$ cat src/common/plc_map.vh
`ifndef PLC_MAP_VH
`define PLC_MAP_VH

// ----------------------------------------
// Line levels, two-bit signed code
// ----------------------------------------
`define PLC_LVL_ZERO  2'b00
`define PLC_LVL_PLUS  2'b01
`define PLC_LVL_MINUS 2'b11

// ----------------------------------------
// Timing
// ----------------------------------------
`define PLC_CLK_HZ     10000000
`define PLC_NLP_MS     16
`define PLC_NLP_CYC    ((`PLC_CLK_HZ / 1000) * `PLC_NLP_MS)
`define PLC_NLP_WIDTH  1
`define PLC_NIB_DIV    4
`define PLC_RX_IDLE    8

`endif

$ cat src/hdl/plc_line_coder.v
`include "plc_map.vh"

module plc_line_coder #(
	parameter NLP_CYC  = `PLC_NLP_CYC,
	parameter RX_IDLE  = `PLC_RX_IDLE
) (
	// Clock and reset
	input  wire        mclk,
	input  wire        nrst,
	// Mode
	input  wire        mode_100,
	input  wire        nibble_if,
	// Controller transmit side
	input  wire        tx_en,
	input  wire [3:0]  txd,
	input  wire        tx_nrzi,
	// Controller receive side
	output reg         rx_nrzi_r,
	output reg         rxd_ser_r,
	output reg  [3:0]  rxd_nib_r,
	output reg         rx_dv_r,
	output reg         rx_clk_r,
	output reg         if_clk_r,
	output reg         col_r,
	// Line side, one sample per half bit in 10 Mb/s mode
	output reg  [1:0]  line_tx_r,
	output reg         nlp_r,
	input  wire [1:0]  line_rx,
	input  wire        rx_act
);

	// ----------------------------------------
	// Reset release
	// ----------------------------------------
	reg rst_s1_r;
	reg rst_n_r;
	always @(posedge mclk or negedge nrst)
	begin
		if (!nrst)
		begin
			rst_s1_r <= 1'b0;
			rst_n_r  <= 1'b0;
		end
		else
		begin
			rst_s1_r <= 1'b1;
			rst_n_r  <= rst_s1_r;
		end
	end

	// Next level in the 0,+1,0,-1 cycle
	function [1:0] mlt_step;
		input [1:0] cur;
		input       last_pos;
		begin
			if (cur != `PLC_LVL_ZERO)
				mlt_step = `PLC_LVL_ZERO;
			else if (last_pos)
				mlt_step = `PLC_LVL_MINUS;
			else
				mlt_step = `PLC_LVL_PLUS;
		end
	endfunction

	// Split-phase level: a one is high then low, a zero low then high
	function [1:0] man_level;
		input bit_val;
		input second;
		begin
			if (bit_val ^ second)
				man_level = `PLC_LVL_PLUS;
			else
				man_level = `PLC_LVL_MINUS;
		end
	endfunction

	// Line sample reads as high
	function is_high;
		input [1:0] lvl;
		begin
			is_high = (lvl == `PLC_LVL_PLUS);
		end
	endfunction

	// ----------------------------------------
	// Transmit: phase, bit select, encoders
	// ----------------------------------------
	reg         half_r;       // 0 = first half of bit
	reg         half_nxt;
	reg  [1:0]  bit_idx_r;    // bit within nibble
	reg  [1:0]  bit_idx_nxt;
	reg         tx_en_d_r;
	reg  [1:0]  if_div_r;
	reg  [1:0]  if_div_nxt;
	reg         if_clk_nxt;
	reg  [23:0] nlp_cnt_r;
	reg  [23:0] nlp_cnt_nxt;
	reg  [1:0]  mlt_lvl_r;
	reg  [1:0]  mlt_lvl_nxt;
	reg         last_pos_r;   // last nonzero level was +1
	reg         last_pos_nxt;
	reg  [1:0]  line_nxt;
	wire        tx_bit;
	wire        tx_start;
	wire        nlp_hit;
	wire        mlt_one;

	// Nibbles are sent LSB first; serial format uses bit 0
	assign tx_bit   = nibble_if ? txd[bit_idx_r] : txd[0];
	assign tx_start = tx_en && !tx_en_d_r;
	// Pulse due on the last count of an idle interval
	assign nlp_hit  = !mode_100 && !tx_en && (nlp_cnt_r == NLP_CYC - 1);
	assign mlt_one  = mode_100 && tx_en && tx_nrzi;

	// Bit timing, parked at 100 Mb/s so 10 Mb/s restarts on a first half
	always @*
	begin
		half_nxt    = 1'b0;
		bit_idx_nxt = 2'b00;
		if (!mode_100)
		begin
			half_nxt    = !half_r;
			bit_idx_nxt = bit_idx_r;
			if (half_r && !tx_start && tx_en)
				bit_idx_nxt = bit_idx_r + 2'b01;
			else if (half_r)
				bit_idx_nxt = 2'b00;
		end
	end

	// Interface clock runs free at 10 Mb/s so the controller has it while idle; held low at 100 Mb/s
	always @*
	begin
		if_div_nxt = if_div_r;
		if_clk_nxt = 1'b0;
		if (!mode_100)
		begin
			if (half_r)
				if_div_nxt = if_div_r + 2'b01;
			if (nibble_if)
				if_clk_nxt = !if_div_r[1];
			else
				if_clk_nxt = !half_r;
		end
	end

	// Link pulse timer; reception does not gate it
	always @*
	begin
		if (mode_100 || tx_en)
			nlp_cnt_nxt = 24'h000000;
		else if (nlp_hit)
			nlp_cnt_nxt = 24'h000000;
		else
			nlp_cnt_nxt = nlp_cnt_r + 24'h000001;
	end

	always @*
	begin
		mlt_lvl_nxt  = mlt_lvl_r;
		last_pos_nxt = last_pos_r;
		if (mlt_one)
		begin
			mlt_lvl_nxt = mlt_step(mlt_lvl_r, last_pos_r);
			if (mlt_lvl_r == `PLC_LVL_ZERO)
				last_pos_nxt = !last_pos_r;
		end
	end

	always @*
	begin
		if (mode_100)
			line_nxt = mlt_lvl_nxt;
		else if (tx_en)
			line_nxt = man_level(tx_bit, half_r);
		else if (nlp_hit)
			line_nxt = `PLC_LVL_PLUS;
		else
			line_nxt = `PLC_LVL_ZERO;
	end

	always @(posedge mclk or negedge rst_n_r)
	begin
		if (!rst_n_r)
		begin
			half_r     <= 1'b0;
			bit_idx_r  <= 2'b00;
			tx_en_d_r  <= 1'b0;
			if_div_r   <= 2'b00;
			if_clk_r   <= 1'b0;
			nlp_cnt_r  <= 24'h000000;
			nlp_r      <= 1'b0;
			mlt_lvl_r  <= `PLC_LVL_ZERO;
			last_pos_r <= 1'b0;
			line_tx_r  <= `PLC_LVL_ZERO;
		end
		else
		begin
			half_r     <= half_nxt;
			bit_idx_r  <= bit_idx_nxt;
			tx_en_d_r  <= tx_en;
			if_div_r   <= if_div_nxt;
			if_clk_r   <= if_clk_nxt;
			nlp_cnt_r  <= nlp_cnt_nxt;
			nlp_r      <= nlp_hit;
			mlt_lvl_r  <= mlt_lvl_nxt;
			last_pos_r <= last_pos_nxt;
			line_tx_r  <= line_nxt;
		end
	end

	// ----------------------------------------
	// Receive: decoders and recovered clock
	// ----------------------------------------
	localparam RX_ST_IDLE = 1'b0;
	localparam RX_ST_ON   = 1'b1;

	reg         rx_st_r;
	reg         rx_st_nxt;
	reg  [1:0]  rx_prev_r;
	reg         rx_half_r;
	reg         rx_half_nxt;
	reg         rx_first_r;   // first-half sample
	reg         rx_first_nxt;
	reg  [1:0]  rx_bcnt_r;
	reg  [1:0]  rx_bcnt_nxt;
	reg  [3:0]  rx_shift_r;
	reg  [3:0]  rx_shift_nxt;
	reg  [3:0]  rx_idle_r;
	reg  [3:0]  rx_idle_nxt;
	reg         rx_bit_nxt;
	reg  [3:0]  rx_nib_nxt;

	always @*
	begin
		rx_st_nxt    = rx_st_r;
		rx_half_nxt  = rx_half_r;
		rx_first_nxt = rx_first_r;
		rx_bcnt_nxt  = rx_bcnt_r;
		rx_shift_nxt = rx_shift_r;
		rx_idle_nxt  = rx_idle_r;
		rx_bit_nxt   = rxd_ser_r;
		rx_nib_nxt   = rxd_nib_r;
		if (mode_100)
			rx_st_nxt = RX_ST_IDLE;
		else
		begin
			case (rx_st_r)
			RX_ST_IDLE:
			begin
				if (rx_act)
				begin
					// Sample at the activity edge is the first half of a bit
					rx_st_nxt    = RX_ST_ON;
					rx_half_nxt  = 1'b1;
					rx_bcnt_nxt  = 2'b00;
					rx_idle_nxt  = 4'h0;
					rx_first_nxt = is_high(line_rx);
				end
			end
			RX_ST_ON:
			begin
				rx_half_nxt = !rx_half_r;
				// Recovery lasts until an idle run ends it
				if (rx_act)
					rx_idle_nxt = 4'h0;
				else if (rx_idle_r == RX_IDLE[3:0] - 4'h1)
					rx_st_nxt = RX_ST_IDLE;
				else
					rx_idle_nxt = rx_idle_r + 4'h1;
				if (!rx_half_r)
					rx_first_nxt = is_high(line_rx);
				else
				begin
					// High then low is a one
					rx_bit_nxt   = rx_first_r;
					rx_shift_nxt = {rx_first_r, rx_shift_r[3:1]};
					rx_bcnt_nxt  = rx_bcnt_r + 2'b01;
					if (rx_bcnt_r == 2'b11)
						rx_nib_nxt = {rx_first_r, rx_shift_r[3:1]};
				end
			end
			default:
				rx_st_nxt = RX_ST_IDLE;
			endcase
		end
	end

	always @(posedge mclk or negedge rst_n_r)
	begin
		if (!rst_n_r)
		begin
			rx_st_r    <= RX_ST_IDLE;
			rx_prev_r  <= `PLC_LVL_ZERO;
			rx_half_r  <= 1'b0;
			rx_first_r <= 1'b0;
			rx_bcnt_r  <= 2'b00;
			rx_shift_r <= 4'h0;
			rx_idle_r  <= 4'h0;
			rx_nrzi_r  <= 1'b0;
			rxd_ser_r  <= 1'b0;
			rxd_nib_r  <= 4'h0;
			rx_dv_r    <= 1'b0;
			rx_clk_r   <= 1'b0;
			col_r      <= 1'b0;
		end
		else
		begin
			rx_st_r    <= rx_st_nxt;
			rx_half_r  <= rx_half_nxt;
			rx_first_r <= rx_first_nxt;
			rx_bcnt_r  <= rx_bcnt_nxt;
			rx_shift_r <= rx_shift_nxt;
			rx_idle_r  <= rx_idle_nxt;
			rxd_ser_r  <= rx_bit_nxt;
			rxd_nib_r  <= rx_nib_nxt;
			if (mode_100)
				rx_prev_r <= line_rx;
			rx_nrzi_r <= mode_100 && (line_rx != rx_prev_r);
			rx_clk_r  <= !mode_100 && (rx_st_r == RX_ST_ON) && rx_half_r;
			rx_dv_r   <= !mode_100 && (rx_st_r == RX_ST_ON) &&
				(!nibble_if || rx_bcnt_r == 2'b00);
			// Link pulses are not data, so no collision from them
			col_r     <= 1'b0;
		end
	end

endmodule

$ cat config.mk
export PLATFORM = sky130hd
export DESIGN_NAME = plc_line_coder
export DESIGN_NICKNAME = d
export VERILOG_FILES = /design/src/hdl/plc_line_coder.v
export VERILOG_INCLUDE_DIRS = /design/src /design/src/common
export SDC_FILE = /design/constraint.sdc
export NUM_CORES = 1
export LEC_CHECK = 0
export ABC_AREA = 1
export ABC_CLOCK_PERIOD_IN_PS = 1930
export BUFFER_PORTS_ARGS = -buffer_cell sky130_fd_sc_hd__buf_2
export CAP_MARGIN = 20
export CORE_ASPECT_RATIO = 0.6
export CORE_UTILIZATION = 40
export DETAILED_ROUTE_END_ITERATION = 10
export SLEW_MARGIN = 10
export SYNTH_ARGS = -nofsm -noshare
export SYNTH_HDL_FRONTEND = slang
export SYNTH_SLANG_ARGS = --single-unit
$ cat constraint.sdc
create_clock -name mclk -period 1.93 [get_ports mclk]
set_input_delay 0.0965 -clock mclk [delete_from_list [all_inputs] [get_ports mclk]]
set_output_delay 0.0965 -clock mclk [all_outputs]
set_load 0.1 [all_outputs]
Word-level counts from Yosys, hierarchy flattened. Index checks and enable logic that the tools add are counted.

Bits in registers: 62.

Add/sub/neg operators: 5. $lt $le $gt $ge: 1. Equality and inequality tests: 9. Muxes and demuxes: 35. Bitwise gates (word level): 3. Reduce and logical (&&, ||, !) cells: 34.

Operators by type and width (count): $mux 24 (2); $add 24x1->24 const B (1); $eq 24x18->1 const B (1); $mux 2 (11); $mux 1 (13); $mux 4 (3); $reduce_and 3->1 (4); $logic_and 1x1->1 (11); $logic_not 1->1 (9); $pmux 4 s2 (1); $add 2x1->2 const B (3); $pmux 1 s2 (3); $reduce_and 2->1 (3); $add 4x1->4 const B (1); $eq 4x3->1 const B (1); $logic_not 2->1 (2); $ne 2x2->1 const B (2); $pmux 2 s2 (1); $reduce_and 4->1 (1); $lt 2x3->1 const B (1); $ne 3x3->1 const B (1); $reduce_bool 3->1 (1); $bmux 1 s2 (1); $eq 2x1->1 const B (1); 7 further kinds (9).

Depth between registers and ports, before layout.
Word-level depth: 7. Gate-level depth with buffers: 9. Gate-level depth less buffers: 9.

Worst setup path before layout. OpenSTA, ideal clock, no wires.

Path kind: reg-to-reg. Start point: register nlp_cnt_r[0]. End point: register nlp_cnt_r[16]. Setup time: 0.121 ns. Arrival: 1.252 ns. Required time: 1.809 ns. Slack: 0.557 ns. Stages on the path, launching flop included: 8. Path through: dfrtp_1 > ha_1 > nand2_2 > nor2_4 > nand2_4 > nor2_1 > xor2_1 > nor2_1.

Word-level cells in the longest chain between the ends: 4. Elaborated cells between the ends (all ways): 5. Those cells by class: 1 x add/sub; 1 x eq/ne; 2 x mux; 1 x reduce/logical.

RTL lines: from (decl) (line plc_line_coder.v:96) `reg [23:0] nlp_cnt_r;`; from (signal assigned) (line plc_line_coder.v:204) `nlp_cnt_r <= nlp_cnt_nxt;`; branches (longest 2 deep; another with $add 24x1->24); $mux 24 (*) (line plc_line_coder.v:152) `else if (nlp_hit)`; $mux 24 (*) (line plc_line_coder.v:150) `if (mode_100 || tx_en)`; net nlp_cnt_nxt[16] (line plc_line_coder.v:97) `reg [23:0] nlp_cnt_nxt;`.

Mark *: on every way through the listed nets, which the timed path passes. A chain may end at the register's enable or synchronous reset.

Worst setup path after layout.
Start point: register nlp_cnt_r[0]. End point: register nlp_cnt_r[13].

The elaborated chain is that of the path after synthesis.

==> qor.yml <==
ir_worst_vdd_v: 0.0007388
maxCapViolCount: 0
antenna_found_initial: 0
drc: 0
routedWlPerCell_um: 12.66
grt_max_degree: 59
postSynthCellCount: 367
grt_overflow: 0
clk_pin_slew_ns: 0.05
grt_pass1_vias: 2165
yosysWarningCount: 0
setup_tns_ns: 0
hp-class: "input port to register"
worstPathCellList: "ha_1 > nand2_2 > nor2_4 > nand2_4 > inv_2 > nand3_4 > nand2_4 > nor2_1"
fin_crit_ns: 1.611
routabilityCongestion: 0.9079
die_x_um: 113.1
boundaryPins: 26
die_height_um: 68.65
postCtsSetupBuffers: 0
nNetsFinal: 419
crit_type: "register to register"
synth_seq_area_share_pct: 50.70
syn_area_per_cell_um2: 8.070
slew_headroom_pct: 63.45
netlist_area_mm2: 0.002962
ys_types: 28
slew_violations: 0
regToRegSetupSlack_ns: 0.32
critPathTopFamily: "simple AND/OR/NAND/NOR gates"
power.leakage_uw: 0.001602
end_kind: "register"
drt_iter0_markers: 188
cts_tree: "done"
cts.htree.levels: 3
design.core.area_mm2: 0.006907
final_layout_size_suffix_gt1_share_pct: 14.50
drtPass1Iterations: 5
row_count: 23
via_per_inst: 4.755
critical_path_arrival_ns: 1.83
setup-violations-final: 0
cts_buffer_depth: 2
synth_nets: 384
wirelength_mm: 6.255
clock-sinks: 60
crit_fanout: 8
worstMarginPinSlew_ns: 0.5477
start_kind: "register"
vias: 2349
cpPeakStageDelay_ns: 0.42
crit_top_cell: "nand2_4"
grt_pass1_wl_mm: 10.73
reg2reg_depth: 8
clock_skew_ns: 0.008257
initial_core_util_pct: 42.88
antennaDiodeCount: 0
cp.required_ns: 2.14
path_buf_inv: 1
cts_buffers: 9
clock-root-buffer: "clkbuf_16"
crit_path_top_delay_cell: "dfrtp_1"
cp_num_cells: 8
area_delta_synth_final_pct: 17.45
die-area_mm2: 0.007763
insertion_delay_ns: 0.33
rsz0062_at_grt: "no"
holdPathStages: 2
grtUsageTotal_pct: 18.99
final_antenna_net_count: 0
finalCritPeriodShare_pct: 83.45
power-per-cell-area_mw_per_mm2: 1060
hpwl_mm: 4.559
finalHoldViolations: 0
fillers: 670
fin_hold_ws_ns: 0.009233
status: "finished clean"
io_buffer_count: 24
fmax_mhz: 620.9
yosys_register_bits: 60
==> synth_stat cells, drive strengths merged <==
library cell | instances | share of area (%)
a211oi | 1 | 0.25
a21o | 2 | 0.51
a21oi | 7 | 1.2
buf | 4 | 0.84
conb | 2 | 0.25
dfrtp | 60 | 51
ha | 4 | 1.7
inv | 42 | 5.3
mux2 | 1 | 0.38
nand2 | 104 | 14
nand3 | 22 | 4.1
nand4 | 3 | 0.63
nor2 | 78 | 11
nor3 | 4 | 0.84
nor3b | 1 | 0.25
o21ai | 16 | 2.8
xnor2 | 7 | 2.1
xor2 | 9 | 2.7
==> routing by layer <==
| metal | track usage (%) | wire length, um | vias to the layer above | share of wire, % |
|---|---|---|---|---|
| met5 | 0 | 0 | - | 0 |
| met3 | 6.906 | 515 | 9 | 8.2 |
| li1 | - | - | 1197 | - |
| met1 | 29.16 | 3469 | 1065 | 55 |
| met4 | 6.743 | 90 | 0 | 1.4 |
| met2 | 23.39 | 2180 | 78 | 35 |
==> cell usage in the layout, fill, tap and decap left out, types with 2 or more instances in the layout <==
cell type | synthesis | routed
ha_1 | 4 | 4
buf_2 | 2 | 24
clkinv_2 | 0 | 2
a21o_1 | 2 | 2
a21oi_1 | 7 | 7
nor2_2 | 2 | 2
clkbuf_1 | 0 | 4
inv_2 | 3 | 3
nand3_1 | 21 | 21
nand4_1 | 3 | 3
nor2_4 | 5 | 5
nand2_1 | 97 | 97
nor3_1 | 3 | 3
o21ai_0 | 12 | 12
xor2_1 | 9 | 9
conb_1 | 2 | 2
clkbuf_16 | 0 | 9
nand2_4 | 2 | 2
xnor2_1 | 7 | 7
nand2_2 | 5 | 5
dfrtp_1 | 60 | 59
o21ai_1 | 3 | 3
inv_1 | 39 | 39
nor2_1 | 71 | 71
dlygate4sd3_1 | 0 | 2
==> final timing paths <==
kind                              startpoint       endpoint
worst max-delay path            nlp_cnt_r[0]  nlp_cnt_r[13]
worst min-delay path               nibble_if        rx_dv_r
worst max register to register  nlp_cnt_r[0]  nlp_cnt_r[13]
worst min register to register       rst_n_r          nlp_r
max in group asynchronous            rst_n_r       rx_clk_r
min in group asynchronous               nrst       rst_s1_r
==> flip-flops by register name (all words and copies together), names as in the netlist, 2 cells and up <==
signal      count
if_div_r        2
rx_bcnt_r       2
bit_idx_r       2
rx_idle_r       4
nlp_cnt_r      24
mlt_lvl_r       2
line_tx_r       2
rx_shift_r      2
rx_prev_r       2
rxd_nib_r       4
==> repair_timing <==
| item | in CTS | in global routing |
|---|---|---|
| endpoints found under the hold margin | 3 | 0 |
| resized for setup | 0 | 0 |
| hold buffers | 2 | 0 |
==> report_power, final <==
part	switching, uW	internal (uW)
Combinational	587	157
Sequential	101	1420
Clock	525	898
Total	1210	2470
==> through the flow <==
step                setup WS [ns]  instance area (um^2)  power (uW)  cells  utilization (%)
finish                     0.3195                  3478        3687    494            50.36
global route               0.1985                  3478        3869    494            50.36
CTS                        0.3399                  3478        3731    494            50.36
detailed placement         0.3484                  3194        2282    476            46.25
global placement           0.4203                  3194        2273    476            46.25
floorplan                  0.1358                  2962        2135    367                -
==> area by class of cell <==
class / instances / area, um^2 / share of cell area (%)
clock buffers: 14 / 254.0 / 7.302
clock inverters: 2 / 10.01 / 0.2878
inverters: 42 / 157.7 / 4.532
multi-input cells: 261 / 1277 / 36.73
flip-flops and latches: 60 / 1503 / 43.20
well taps: 87 / 108.9 / 3.129
repair buffers: 28 / 167.7 / 4.820
==> logic make-up after synthesis <==
logic type               synth area share (%)
buffers and inverters                   6.168
multiplexers                           0.3802
XOR/XNOR                                4.732
adder cells (fa/ha/maj)                 1.690
flip-flops                              50.70
other                                  0.2536
AND/OR/NAND/NOR                         31.31
AO/OA/AOI/OAI                           4.774
No activity file was read; power rests on OpenSTA's default activity.
